==> config.mk <==
export PLATFORM = sky130hd
export DESIGN_NAME = fsp_status_regs
export DESIGN_NICKNAME = d
export VERILOG_FILES = /design/src/hw/fsp_sync.v /design/src/hw/fsp_busy_timer.v /design/src/hw/fsp_status_regs.v
export VERILOG_INCLUDE_DIRS = /design/src /design/src/common
export SDC_FILE = /design/constraint.sdc
export NUM_CORES = 1
export LEC_CHECK = 0
export BUFFER_PORTS_ARGS = -buffer_cell sky130_fd_sc_hd__buf_2
export CAP_MARGIN = 40
export CORE_MARGIN = 4
export CORE_UTILIZATION = 60
export DETAILED_ROUTE_END_ITERATION = 12
export GPL_TIMING_DRIVEN = 0
export HOLD_SLACK_MARGIN = 0.03
export MAX_ROUTING_LAYER = met4
export PLACE_DENSITY = 0.73
export SYNTH_ARGS = -nofsm -noshare
export SYNTH_HDL_FRONTEND = slang
export SYNTH_SLANG_ARGS = --single-unit
==> constraint.sdc <==
create_clock -name clk_sys_i -period 9.8 [get_ports clk_sys_i]
set_input_delay 1.96 -clock clk_sys_i [delete_from_list [all_inputs] [get_ports clk_sys_i]]
set_output_delay 1.96 -clock clk_sys_i [all_outputs]
set_load 0.02 [all_outputs]
==> src/common/fsp_defs.vh <==
// Constants for the flash status and protection register block
`ifndef FSP_DEFS_VH
`define FSP_DEFS_VH

// ****************************************************************
// Command opcodes
// ****************************************************************
`define FSP_OP_WRSR 8'h01
`define FSP_OP_PROG 8'h02
`define FSP_OP_RDSR1 8'h05
`define FSP_OP_WREN 8'h06
`define FSP_OP_ERASE4K 8'h20
`define FSP_OP_RDSR2 8'h35
`define FSP_OP_VWREN 8'h50
`define FSP_OP_ERASE32K 8'h52
`define FSP_OP_RDSRI 8'h65
`define FSP_OP_WRSRI 8'h71
`define FSP_OP_SUSPEND 8'h75
`define FSP_OP_RESUME 8'h7a
`define FSP_OP_CHIPERASE 8'hc7
`define FSP_OP_ERASE64K 8'hd8

// ****************************************************************
// Indirect register addresses
// ****************************************************************
`define FSP_REG_ONE 8'h01
`define FSP_REG_TWO 8'h02

// ****************************************************************
// Status bit positions and reset values
// ****************************************************************
`define FSP_BIT_BUSY 0
`define FSP_BIT_WEL 1
`define FSP_RANGE_LSB 2
`define FSP_RANGE_MSB 4
`define FSP_BIT_DIR 5
`define FSP_BIT_GRAN 6
`define FSP_BIT_SUSPENDED_FLAG 7
`define FSP_RANGE_RST 3'h0
`define FSP_DIR_RST 1'b0
`define FSP_GRAN_RST 1'b0

// ****************************************************************
// Array geometry
// ****************************************************************
`define FSP_ADDR_W 22
`define FSP_ARRAY_BYTES 23'h400000
`define FSP_GRAN_SMALL 23'h001000
`define FSP_GRAN_LARGE 23'h010000
`define FSP_MASK_PAGE 22'h0000ff
`define FSP_MASK_4K 22'h000fff
`define FSP_MASK_32K 22'h007fff
`define FSP_MASK_64K 22'h00ffff
`define FSP_MASK_ALL 22'h3fffff

// ****************************************************************
// Timing
// ****************************************************************
`define FSP_CLK_NS 50
`define FSP_T_PROG_NS 100000
`define FSP_T_ERASE_NS 1000000
`define FSP_T_SRW_NS 50000
`define FSP_PROG_CYC ((`FSP_T_PROG_NS + `FSP_CLK_NS - 1) / `FSP_CLK_NS)
`define FSP_ERASE_CYC ((`FSP_T_ERASE_NS + `FSP_CLK_NS - 1) / `FSP_CLK_NS)
`define FSP_SRW_CYC ((`FSP_T_SRW_NS + `FSP_CLK_NS - 1) / `FSP_CLK_NS)
`define FSP_LEN_W 20

// Pin states at reset: hw reset high, mosi low, cs high, sck low
`define FSP_SYNC_RST 4'ha
// Reset pattern seen on data at four chip-select pulses
`define FSP_JEDEC_PAT 4'h5

`endif

==> src/hw/fsp_sync.v <==
// Two flip-flop synchroniser for pin inputs
`timescale 1ns/1ps

module fsp_sync #(
   parameter WIDTH = 4,
   parameter [WIDTH-1:0] RST_VAL = {WIDTH{1'b0}}
) (
   input wire clk_sys_i,
   input wire srst_i,
   input wire [WIDTH-1:0] d_i,
   output reg [WIDTH-1:0] q_o
);

   reg [WIDTH-1:0] meta;

   // First stage feeds only the second
   always @(posedge clk_sys_i) begin
      if (srst_i) begin
         meta <= RST_VAL;
         q_o <= RST_VAL;
      end else begin
         meta <= d_i;
         q_o <= meta;
      end
   end

endmodule

==> src/hw/fsp_busy_timer.v <==
// Internal operation timer with suspend and resume
`timescale 1ns/1ps

module fsp_busy_timer #(
   parameter LEN_W = 20
) (
   input wire clk_sys_i,
   input wire srst_i,
   input wire start_i,
   input wire [LEN_W-1:0] len_i,
   input wire pause_i,
   input wire resume_i,
   output wire busy_o,
   output reg done_o
);

   reg [LEN_W-1:0] cnt;
   reg run;
   reg hold;

   // Busy only while counting, not while held
   assign busy_o = run & ~hold;

   // Count down, freeze while held
   always @(posedge clk_sys_i) begin
      if (srst_i) begin
         cnt <= {LEN_W{1'b0}};
         run <= 1'b0;
         hold <= 1'b0;
         done_o <= 1'b0;
      end else begin
         done_o <= 1'b0;
         if (start_i) begin
            cnt <= len_i;
            run <= 1'b1;
            hold <= 1'b0;
         end else if (run) begin
            if (pause_i) begin
               hold <= 1'b1;
            end else if (resume_i) begin
               hold <= 1'b0;
            end else if (!hold) begin
               if (cnt <= {{(LEN_W-1){1'b0}}, 1'b1}) begin
                  run <= 1'b0;
                  done_o <= 1'b1;
               end else begin
                  cnt <= cnt - {{(LEN_W-1){1'b0}}, 1'b1};
               end
            end
         end
      end
   end

endmodule

==> src/hw/fsp_status_regs.v <==
// Flash status and block protection registers behind an SPI slave
`timescale 1ns/1ps
`include "fsp_defs.vh"

// Functional notes
// Granule bit picks 64 kB blocks at 0, 4 kB blocks at 1.
// Direction bit 5: 0 protects from bottom up, 1 from top down.
// Three-bit range in bits 4:2; protected part refuses program and erase.
// Range resets to zero, nothing protected.
// Range is loaded by the status-one write command 01h.
// With latch at 0, program, erase and status writes not preceded by 50h are ignored.
// Write-enable latch is 0 after power-up and any reset.
// Incomplete or unknown command at deselect leaves the latch set.
// A fully shifted but aborted write command clears the latch.
// Opcode 06h sets the latch; 50h leaves it alone.
// Bit 0 of status one reads 1 while busy, else 0.
// Host polls fresh status bytes until busy drops.
// Suspend 75h sets the suspended flag, bit 7 of status two.
// Resume 7Ah and both hardware resets clear the suspended flag.
// Status one via 05h/01h, or 65h/71h with register address 01h.
// A status write after 50h is volatile, after 06h non-volatile.
// Completion of a write operation clears the latch and busy.
module fsp_status_regs #(
   parameter [`FSP_LEN_W-1:0] PROG_CYC = `FSP_PROG_CYC,
   parameter [`FSP_LEN_W-1:0] ERASE_CYC = `FSP_ERASE_CYC,
   parameter [`FSP_LEN_W-1:0] SRW_CYC = `FSP_SRW_CYC
) (
   input wire clk_sys_i,
   input wire srst_i,
   input wire spi_sck_i,
   input wire spi_cs_n_i,
   input wire spi_mosi_i,
   input wire hw_reset_n_i,
   output reg spi_miso_o,
   output reg spi_miso_oe_o,
   output reg write_enable_latch_o,
   output reg suspended_flag_o
);

   // ****************************************************************
   // Functions
   // ****************************************************************
   // Address inside the protected region
   function prot_hit;
      input [`FSP_ADDR_W-1:0] a;
      input g;
      input d;
      input [2:0] r;
      reg [22:0] sz;
      begin
         sz = (g ? `FSP_GRAN_SMALL : `FSP_GRAN_LARGE) << (r - 3'd1);
         if (r == 3'd0)
            prot_hit = 1'b0;
         else if (r == 3'd7)
            prot_hit = 1'b1;
         else if (d)
            prot_hit = ({1'b0, a} >= (`FSP_ARRAY_BYTES - sz));
         else
            prot_hit = ({1'b0, a} < sz);
      end
   endfunction
   // Span of bytes an array command touches
   function [`FSP_ADDR_W-1:0] op_mask;
      input [7:0] op;
      begin
         case (op)
            `FSP_OP_ERASE4K: op_mask = `FSP_MASK_4K;
            `FSP_OP_ERASE32K: op_mask = `FSP_MASK_32K;
            `FSP_OP_ERASE64K: op_mask = `FSP_MASK_64K;
            `FSP_OP_CHIPERASE: op_mask = `FSP_MASK_ALL;
            default: op_mask = `FSP_MASK_PAGE;
         endcase
      end
   endfunction

   // ****************************************************************
   // Pin synchronisation and edges
   // ****************************************************************
   wire [3:0] pins_s;
   wire s_sck = pins_s[0];
   wire s_cs_n = pins_s[1];
   wire s_mosi = pins_s[2];
   wire s_hwrst_n = pins_s[3];
   reg sck_d;
   reg cs_n_d;

   fsp_sync #(
      .WIDTH(4),
      .RST_VAL(`FSP_SYNC_RST)
   ) u_sync (
      .clk_sys_i(clk_sys_i),
      .srst_i(srst_i),
      .d_i({hw_reset_n_i, spi_mosi_i, spi_cs_n_i, spi_sck_i}),
      .q_o(pins_s)
   );
   // Delayed copies for edge finding
   always @(posedge clk_sys_i) begin
      if (srst_i) begin
         sck_d <= 1'b0;
         cs_n_d <= 1'b1;
      end else begin
         sck_d <= s_sck;
         cs_n_d <= s_cs_n;
      end
   end

   wire sck_rise = s_sck & ~sck_d & ~s_cs_n;
   wire sck_fall = ~s_sck & sck_d & ~s_cs_n;
   wire cs_rise = s_cs_n & ~cs_n_d;
   wire cs_fall = ~s_cs_n & cs_n_d;

   // ****************************************************************
   // State
   // ****************************************************************
   reg [2:0] bit_cnt;
   reg [2:0] byte_cnt;
   reg [7:0] rx_sh;
   reg [7:0] cmd;
   reg [7:0] b1;
   reg [7:0] b2;
   reg [7:0] b3;
   reg [7:0] tx_sh;
   reg vol_we;
   reg gran;
   reg dir;
   reg [2:0] range;
   reg arr_op;
   reg t_start;
   reg t_pause;
   reg t_resume;
   reg [`FSP_LEN_W-1:0] t_len;
   reg [3:0] jd_pat;
   reg jd_bit;
   reg sck_seen;
   reg jedec_p;
   wire t_busy;
   wire t_done;
   wire dev_rst = ~s_hwrst_n | jedec_p;

   fsp_busy_timer #(
      .LEN_W(`FSP_LEN_W)
   ) u_timer (
      .clk_sys_i(clk_sys_i),
      .srst_i(srst_i | dev_rst),
      .start_i(t_start),
      .len_i(t_len),
      .pause_i(t_pause),
      .resume_i(t_resume),
      .busy_o(t_busy),
      .done_o(t_done)
   );
   // Status bytes; busy held through done so it drops with the latch
   wire [7:0] sr_one = {1'b0, gran, dir, range,
      write_enable_latch_o, t_busy | t_done};
   wire [7:0] sr_two = {suspended_flag_o, 7'h00};
   // ****************************************************************
   // Command decode
   // ****************************************************************
   wire [`FSP_ADDR_W-1:0] addr = {b1[5:0], b2, b3};
   wire [`FSP_ADDR_W-1:0] mask = op_mask(cmd);
   wire hit = prot_hit(addr & ~mask, gran, dir, range) |
      prot_hit(addr | mask, gran, dir, range);
   wire sr_wr = ((cmd == `FSP_OP_WRSR) && (byte_cnt == 3'd2)) ||
      ((cmd == `FSP_OP_WRSRI) && (byte_cnt == 3'd3) &&
      (b1 == `FSP_REG_ONE));
   wire [7:0] sr_val = (cmd == `FSP_OP_WRSR) ? b1 : b2;
   wire is_erase = (cmd == `FSP_OP_ERASE4K) ||
      (cmd == `FSP_OP_ERASE32K) || (cmd == `FSP_OP_ERASE64K);
   wire arr_full = ((cmd == `FSP_OP_PROG) && (byte_cnt >= 3'd5)) ||
      (is_erase && (byte_cnt == 3'd4)) ||
      ((cmd == `FSP_OP_CHIPERASE) && (byte_cnt == 3'd1));
   wire one_byte = (byte_cnt == 3'd1);
   wire rd_on = (((cmd == `FSP_OP_RDSR1) || (cmd == `FSP_OP_RDSR2)) &&
      (byte_cnt != 3'd0)) ||
      ((cmd == `FSP_OP_RDSRI) && (byte_cnt >= 3'd2));
   wire [7:0] rd_byte = (cmd == `FSP_OP_RDSR1) ? sr_one :
      (cmd == `FSP_OP_RDSR2) ? sr_two :
      (b1 == `FSP_REG_ONE) ? sr_one :
      (b1 == `FSP_REG_TWO) ? sr_two : 8'h00;

   // ****************************************************************
   // Receive shifter
   // ****************************************************************
   // Shift on rising clock edge, bytes counted up to seven
   always @(posedge clk_sys_i) begin
      if (srst_i || dev_rst || s_cs_n) begin
         bit_cnt <= 3'd0;
         byte_cnt <= 3'd0;
         rx_sh <= 8'h00;
      end else if (sck_rise) begin
         rx_sh <= {rx_sh[6:0], s_mosi};
         bit_cnt <= bit_cnt + 3'd1;
         if ((bit_cnt == 3'd7) && (byte_cnt != 3'd7))
            byte_cnt <= byte_cnt + 3'd1;
      end
   end

   // Capture command and the bytes after it
   always @(posedge clk_sys_i) begin
      if (srst_i) begin
         cmd <= 8'h00;
         b1 <= 8'h00;
         b2 <= 8'h00;
         b3 <= 8'h00;
      end else if (sck_rise && (bit_cnt == 3'd7)) begin
         case (byte_cnt)
            3'd0: cmd <= {rx_sh[6:0], s_mosi};
            3'd1: b1 <= {rx_sh[6:0], s_mosi};
            3'd2: b2 <= {rx_sh[6:0], s_mosi};
            3'd3: b3 <= {rx_sh[6:0], s_mosi};
            default: b3 <= b3;
         endcase
      end
   end

   // ****************************************************************
   // Transmit shifter
   // ****************************************************************
   // Fresh status loaded at each byte boundary
   always @(posedge clk_sys_i) begin
      if (srst_i || dev_rst || s_cs_n) begin
         tx_sh <= 8'h00;
         spi_miso_o <= 1'b0;
         spi_miso_oe_o <= 1'b0;
      end else if (sck_fall && rd_on) begin
         spi_miso_oe_o <= 1'b1;
         if (bit_cnt == 3'd0) begin
            spi_miso_o <= rd_byte[7];
            tx_sh <= {rd_byte[6:0], 1'b0};
         end else begin
            spi_miso_o <= tx_sh[7];
            tx_sh <= {tx_sh[6:0], 1'b0};
         end
      end
   end

   // ****************************************************************
   // Pin reset sequence detector
   // ****************************************************************
   // Data level at each select pulse with no clock activity
   always @(posedge clk_sys_i) begin
      if (srst_i) begin
         jd_pat <= 4'h0;
         jd_bit <= 1'b0;
         sck_seen <= 1'b0;
         jedec_p <= 1'b0;
      end else begin
         jedec_p <= 1'b0;
         if (cs_fall) begin
            jd_bit <= s_mosi;
            sck_seen <= 1'b0;
         end else if ((s_sck ^ sck_d) && !s_cs_n) begin
            sck_seen <= 1'b1;
         end
         if (cs_rise) begin
            if (sck_seen) begin
               jd_pat <= 4'h0;
            end else if ({jd_pat[2:0], jd_bit} == `FSP_JEDEC_PAT) begin
               jd_pat <= 4'h0;
               jedec_p <= 1'b1;
            end else begin
               jd_pat <= {jd_pat[2:0], jd_bit};
            end
         end
      end
   end

   // ****************************************************************
   // Command execution at deselect
   // ****************************************************************
   // Commands act only on whole bytes at chip-select release
   always @(posedge clk_sys_i) begin
      if (srst_i) begin
         write_enable_latch_o <= 1'b0;
         suspended_flag_o <= 1'b0;
         vol_we <= 1'b0;
         gran <= `FSP_GRAN_RST;
         dir <= `FSP_DIR_RST;
         range <= `FSP_RANGE_RST;
         arr_op <= 1'b0;
         t_start <= 1'b0;
         t_pause <= 1'b0;
         t_resume <= 1'b0;
         t_len <= {`FSP_LEN_W{1'b0}};
      end else begin
         t_start <= 1'b0;
         t_pause <= 1'b0;
         t_resume <= 1'b0;
         if (dev_rst) begin
            write_enable_latch_o <= 1'b0;
            suspended_flag_o <= 1'b0;
            vol_we <= 1'b0;
            arr_op <= 1'b0;
         end else begin
            if (t_done)
               write_enable_latch_o <= 1'b0;
            if (cs_rise && (bit_cnt == 3'd0)) begin
               if ((cmd == `FSP_OP_WREN) && one_byte && !t_busy) begin
                  write_enable_latch_o <= 1'b1;
               end else if ((cmd == `FSP_OP_VWREN) && one_byte &&
                  !t_busy) begin
                  vol_we <= 1'b1;
               end else if (sr_wr && !t_busy && !suspended_flag_o) begin
                  if (vol_we || write_enable_latch_o) begin
                     gran <= sr_val[`FSP_BIT_GRAN];
                     dir <= sr_val[`FSP_BIT_DIR];
                     range <= sr_val[`FSP_RANGE_MSB:`FSP_RANGE_LSB];
                  end
                  if (vol_we) begin
                     vol_we <= 1'b0;
                  end else if (write_enable_latch_o) begin
                     t_start <= 1'b1;
                     t_len <= SRW_CYC;
                     arr_op <= 1'b0;
                  end
               end else if (arr_full && !t_busy && !suspended_flag_o &&
                  write_enable_latch_o) begin
                  if (hit) begin
                     write_enable_latch_o <= 1'b0;
                  end else begin
                     t_start <= 1'b1;
                     t_len <= (cmd == `FSP_OP_PROG) ? PROG_CYC : ERASE_CYC;
                     arr_op <= 1'b1;
                  end
               end else if ((cmd == `FSP_OP_SUSPEND) && one_byte &&
                  t_busy && arr_op) begin
                  t_pause <= 1'b1;
                  suspended_flag_o <= 1'b1;
               end else if ((cmd == `FSP_OP_RESUME) && one_byte &&
                  suspended_flag_o) begin
                  t_resume <= 1'b1;
                  suspended_flag_o <= 1'b0;
               end
            end // Partial or other commands keep the latch
         end
      end
   end

endmodule

==> flow_summary.html <==
<table>
<tr><th>Metric</th><th>Value</th></tr>
<tr><th colspan="2">Status</th></tr>
<tr><td>Run status</td><td>complete, no violations</td></tr>
<tr><th colspan="2">GRT</th></tr>
<tr><td>Wire length of the first global-routing pass</td><td>24,250 um</td></tr>
<tr><td>Vias in the first global route</td><td>5,051</td></tr>
<tr><td>GRT Total Usage</td><td>26.24%</td></tr>
<tr><td>Number of antenna violations at the first check in global routing</td><td>0</td></tr>
<tr><td>Largest net degree at the start of global routing</td><td>21</td></tr>
<tr><td>Gr ovfl total</td><td>0</td></tr>
<tr><th colspan="2">Die</th></tr>
<tr><td>CORE AREA</td><td>0.009819 mm2</td></tr>
<tr><td>Initial core utilization</td><td>61.91%</td></tr>
<tr><td>Die X</td><td>108.7 um</td></tr>
<tr><td># IOs</td><td>10</td></tr>
<tr><td>Number of cell rows</td><td>36</td></tr>
<tr><td>Die span in y</td><td>108.7 um</td></tr>
<tr><td>Die outline area</td><td>0.01181 mm2</td></tr>
<tr><th colspan="2">STA</th></tr>
<tr><td>Unrepaired setup endpoints after global routing</td><td>false</td></tr>
<tr><td>Final Max Tran Viols</td><td>0</td></tr>
<tr><td>Worst Max-Slew Pin Slew</td><td>770.6 ps</td></tr>
<tr><td>Final hold violations</td><td>0</td></tr>
<tr><td>Crit share post-route</td><td>61.92%</td></tr>
<tr><td>Clock period minus worst slack</td><td>6068 ps</td></tr>
<tr><td>Post-route setup TNS</td><td>0 ps</td></tr>
<tr><td>Max-Slew Margin vs Limit</td><td>48.39%</td></tr>
<tr><td>Achievable clock frequency</td><td>164.8 MHz</td></tr>
<tr><td>Setup violation total in the final timing report</td><td>0</td></tr>
<tr><td>Post-route clock skew</td><td>15.78 ps</td></tr>
<tr><th colspan="2">Layout</th></tr>
<tr><td>Multi-input gate area in the final layout</td><td>0.003799 mm2</td></tr>
<tr><td>Layout Utilization</td><td>66.36%</td></tr>
<tr><td>Final std cells w/o fill</td><td>891</td></tr>
<tr><td>Layout overhead on the synthesized area</td><td>7.183%</td></tr>
<tr><td>Antenna cells</td><td>0</td></tr>
<tr><td>Final layout net count</td><td>806</td></tr>
<tr><td>Number of fill cells in the layout</td><td>866</td></tr>
<tr><td>Share of cells above drive strength 1</td><td>10.03%</td></tr>
<tr><td>Area used by sequential logic in the layout</td><td>0.002042 mm2</td></tr>
<tr><th colspan="2">Clock network</th></tr>
<tr><td>CTS Buf Count</td><td>9</td></tr>
<tr><td>Number of cells upsized or downsized after cts</td><td>0</td></tr>
<tr><td>Clock latency on the worst-skew pair</td><td>370 ps</td></tr>
<tr><td>Clock sinks</td><td>102</td></tr>
<tr><td>Root Buffer Master</td><td>clkbuf_8</td></tr>
<tr><td>Post-CTS setup buffer count</td><td>0</td></tr>
<tr><td>Register clock-pin slew on the reported worst setup and hold paths</td><td>120 ps</td></tr>
<tr><td>CTS H-tree depth</td><td>3</td></tr>
<tr><td>TritonCTS clock tree</td><td>done</td></tr>
<tr><td>Maximum buffer depth of the clock tree</td><td>2</td></tr>
<tr><td>Number of buffers inserted for hold repair after clock tree synthesis</td><td>0</td></tr>
<tr><th colspan="2">Logic synthesis</th></tr>
<tr><td>Proportion of synthesized flip-flops having asynchronous set or reset</td><td>0%</td></tr>
<tr><td>Post-synthesis adder-cell area fraction</td><td>10.21%</td></tr>
<tr><td>Post-synthesis sequential element count</td><td>102</td></tr>
<tr><td>Dominant synthesized flop cell</td><td>dfxtp_1</td></tr>
<tr><td>Compound-gate portion of the synthesized area</td><td>14.84%</td></tr>
<tr><td>Post-synthesis cell type count</td><td>79</td></tr>
<tr><td>Portion of netlist area occupied by mux cells</td><td>5.310%</td></tr>
<tr><td>Nets in the synthesized netlist</td><td>786</td></tr>
<tr><td>Leading cell types by total area after synthesis</td><td>dfxtp_1 34%, ha_1 9.7%, nor2_1 5.3%</td></tr>
<tr><td>Post-Synthesis Cell Area</td><td>0.006080 mm2</td></tr>
<tr><td>Proportion of netlist area held by the largest area contributor</td><td>33.59%</td></tr>
<tr><td>Synth Area per Inst</td><td>8.294 um2</td></tr>
<tr><td>Ys Warns</td><td>0</td></tr>
<tr><td>Combinational family with the most area after synthesis</td><td>simple AND/OR/NAND/NOR gates</td></tr>
<tr><td>Synthesized-area fraction occupied by and/or/nand/nor cells</td><td>28.13%</td></tr>
<tr><td>Number of flops mapped to enable cells by yosys</td><td>0</td></tr>
<tr><td>Post-synthesis instance total</td><td>733</td></tr>
<tr><td>Area share of xor/xnor cells in the synthesized design</td><td>3.993%</td></tr>
<tr><td>Top cell type by total area after synthesis</td><td>dfxtp_1</td></tr>
<tr><td>Portion of the post-synthesis area used by sequential elements</td><td>33.59%</td></tr>
<tr><th colspan="2">Detailed routing</th></tr>
<tr><td>Initial detailed-routing violation count</td><td>430</td></tr>
<tr><td>DRT Wirelength</td><td>14,390 um</td></tr>
<tr><td>Antenna violation net count after detailed routing</td><td>0</td></tr>
<tr><td>Detail-routed via count per cell</td><td>5.848</td></tr>
<tr><td>Avg WL per Cell</td><td>16.15 um</td></tr>
<tr><td>Remaining design rule violation count</td><td>0</td></tr>
<tr><td>Drt first pass iters</td><td>6</td></tr>
<tr><td>Via count</td><td>5,211</td></tr>
<tr><th colspan="2">Power</th></tr>
<tr><td>Comb pwr share</td><td>2.3%</td></tr>
<tr><td>Clock network power share</td><td>40.1%</td></tr>
<tr><td>Switching power</td><td>0.1770 mW</td></tr>
<tr><td>Fraction of power consumed by sequential logic</td><td>57.6%</td></tr>
<tr><td>Power per cell area</td><td>111.2 mW/mm2</td></tr>
<tr><td>Static leakage</td><td>2.410 nW</td></tr>
<tr><td>Design internal power</td><td>0.5479 mW</td></tr>
<tr><td>IR Drop Worst-Case VDD</td><td>0.09998 mV</td></tr>
<tr><td>Switching power as a share of total power</td><td>24.41%</td></tr>
<tr><td>Overall power consumption</td><td>0.7249 mW</td></tr>
<tr><th colspan="2">Critical path</th></tr>
<tr><td>Kind of start point of the critical path</td><td>flip-flop</td></tr>
<tr><td>Arrival @ worst endpoint</td><td>6340 ps</td></tr>
<tr><td>Setup crit end kind</td><td>flip-flop</td></tr>
<tr><td>WP data required</td><td>10,070 ps</td></tr>
<tr><td>Critical path fanouts, max</td><td>10</td></tr>
<tr><td>Critical path launch point</td><td>range[0]</td></tr>
<tr><td>Launching point of the worst reg2reg path</td><td>range[0]</td></tr>
<tr><td>Critical path class</td><td>reg -&gt; reg</td></tr>
<tr><th colspan="2">Worst hold path</th></tr>
<tr><td>Worst Hold Class</td><td>reg -&gt; reg</td></tr>
<tr><td>Hold path startpoint</td><td>u_sync.meta[3]</td></tr>
<tr><th colspan="2">Placement</th></tr>
<tr><td>Final Wtd Congestion</td><td>0.9398</td></tr>
<tr><td>DPL Wire Length</td><td>11,090 um</td></tr>
<tr><td>Cell total after placement</td><td>875</td></tr>
<tr><td>Port Buffer Count</td><td>9</td></tr>
<tr><th colspan="2">Job</th></tr>
<tr><td>Reported max-cap violation count</td><td>0</td></tr>
</table>
==> power by group through the flow <==
stage | clock [mW] | combinational [mW] | sequential, mW
after floorplan | 0 | 0.0113 | 0.426
after global placement | 0 | 0.0163 | 0.427
after detailed placement | 0 | 0.0168 | 0.427
after CTS | 0.295 | 0.0168 | 0.417
after global routing | 0.308 | 0.0189 | 0.418
final | 0.291 | 0.0167 | 0.417
==> worst paths after layout <==
kind / endpoint / slack (ps) / cells after the start
worst min-delay path: u_sync.q_o[3] / 420 / 1
worst min register to register: u_sync.q_o[3] / 420 / 1
worst max-delay path: t_len[8] / 3730 / 21
worst max register to register: t_len[8] / 3730 / 21
==> state kept, by name (all words and copies together) (netlist names), 4 cells and up <==
register     flops
u_sync.q_o       4
rx_sh            7
tx_sh            7
u_sync.meta      4
b2               6
b1               8
cmd              8
t_len            7
u_timer.cnt     20
==> layer usage <==
layer  track usage, %  part of all wire, %  routed length (um)
met5                -                    0                   0
met4            7.304                  1.9                 274
met3            3.256                  4.8                 686
met2            40.91                   45                6510
met1            36.12                   48                6916
==> cell families after synthesis <==
group / after synthesis
compound gates: 140
xor+xnor: 26
fa+ha+maj: 50
buf+inv: 58
flops: 102
mux: 30
simple gates: 327
==> synth_stat cells (all sizes together) (18+ instances only) <==
| master | instances |
|---|---|
| a21oi | 62 |
| clkbuf | 26 |
| dfxtp | 102 |
| ha | 47 |
| inv | 25 |
| mux2i | 21 |
| nand2 | 72 |
| nand2b | 18 |
| nand3 | 38 |
| nor2 | 87 |
| nor2b | 20 |
| o21ai | 24 |
==> final cells by class <==
class                      instances  share of cell area, %
multi-input combinational        573                  58.29
sequential                       102                  31.34
tap                              133                  2.554
buffer                            33                  2.227
clock buffer                       9                  1.901
clock inverter                     7                  1.555
inverter                          25                  1.440
timing repair buffer               9                 0.6912
==> worst max-delay path, stage by stage, from the launching register on <==
cell	delay [ps]
dfxtp_1	350
clkbuf_1	320
clkbuf_1	460
inv_1	130
ha_1	420
buf_2	260
nor2b_1	380
nand2_1	140
ha_1	300
clkbuf_1	270
nand3_1	150
a21oi_1	70
a211oi_1	500
inv_1	110
ha_1	340
o21a_1	140
o2111a_1	170
o221ai_1	100
o31ai_1	430
a21oi_2	190
a32oi_4	390
mux2_4	340
==> layout by cell type (no fill, tap or decap), types with 3 or more instances in the layout <==
cell,n
clkbuf_8,9
nand3b_1,7
nand2_1,72
or3_1,6
and2_1,5
or4_1,3
or2_2,7
a21o_1,3
inv_1,24
a211oi_1,14
nand3_1,38
xnor2_1,14
nand2b_1,17
buf_2,13
nor2b_1,20
and2_2,4
nor3_1,13
a32oi_1,4
and3_1,6
o211ai_1,5
clkbuf_1,25
nor3b_1,3
xor2_1,10
mux2_4,3
ha_1,47
a22oi_1,7
a21oi_1,61
nor2_1,86
a31oi_1,4
or2b_1,7
o21ai_0,22
nor4_1,6
mux2_2,5
nand4_1,6
mux2i_1,21
dfxtp_1,102
==> per-stage QoR <==
| step | hold slack (ps) | area, um2 | worst slack [ps] |
|---|---|---|---|
| detailed placement | 396.6 | 6291 | 3943 |
| global route | 435.6 | 6516 | 3392 |
| floorplan | 389.5 | 6080 | 5174 |
| finish | 422.4 | 6516 | 3732 |
| CTS | 423.5 | 6516 | 3891 |
| global placement | 392.2 | 6291 | 4050 |
Power figures use the tool's default switching activity.
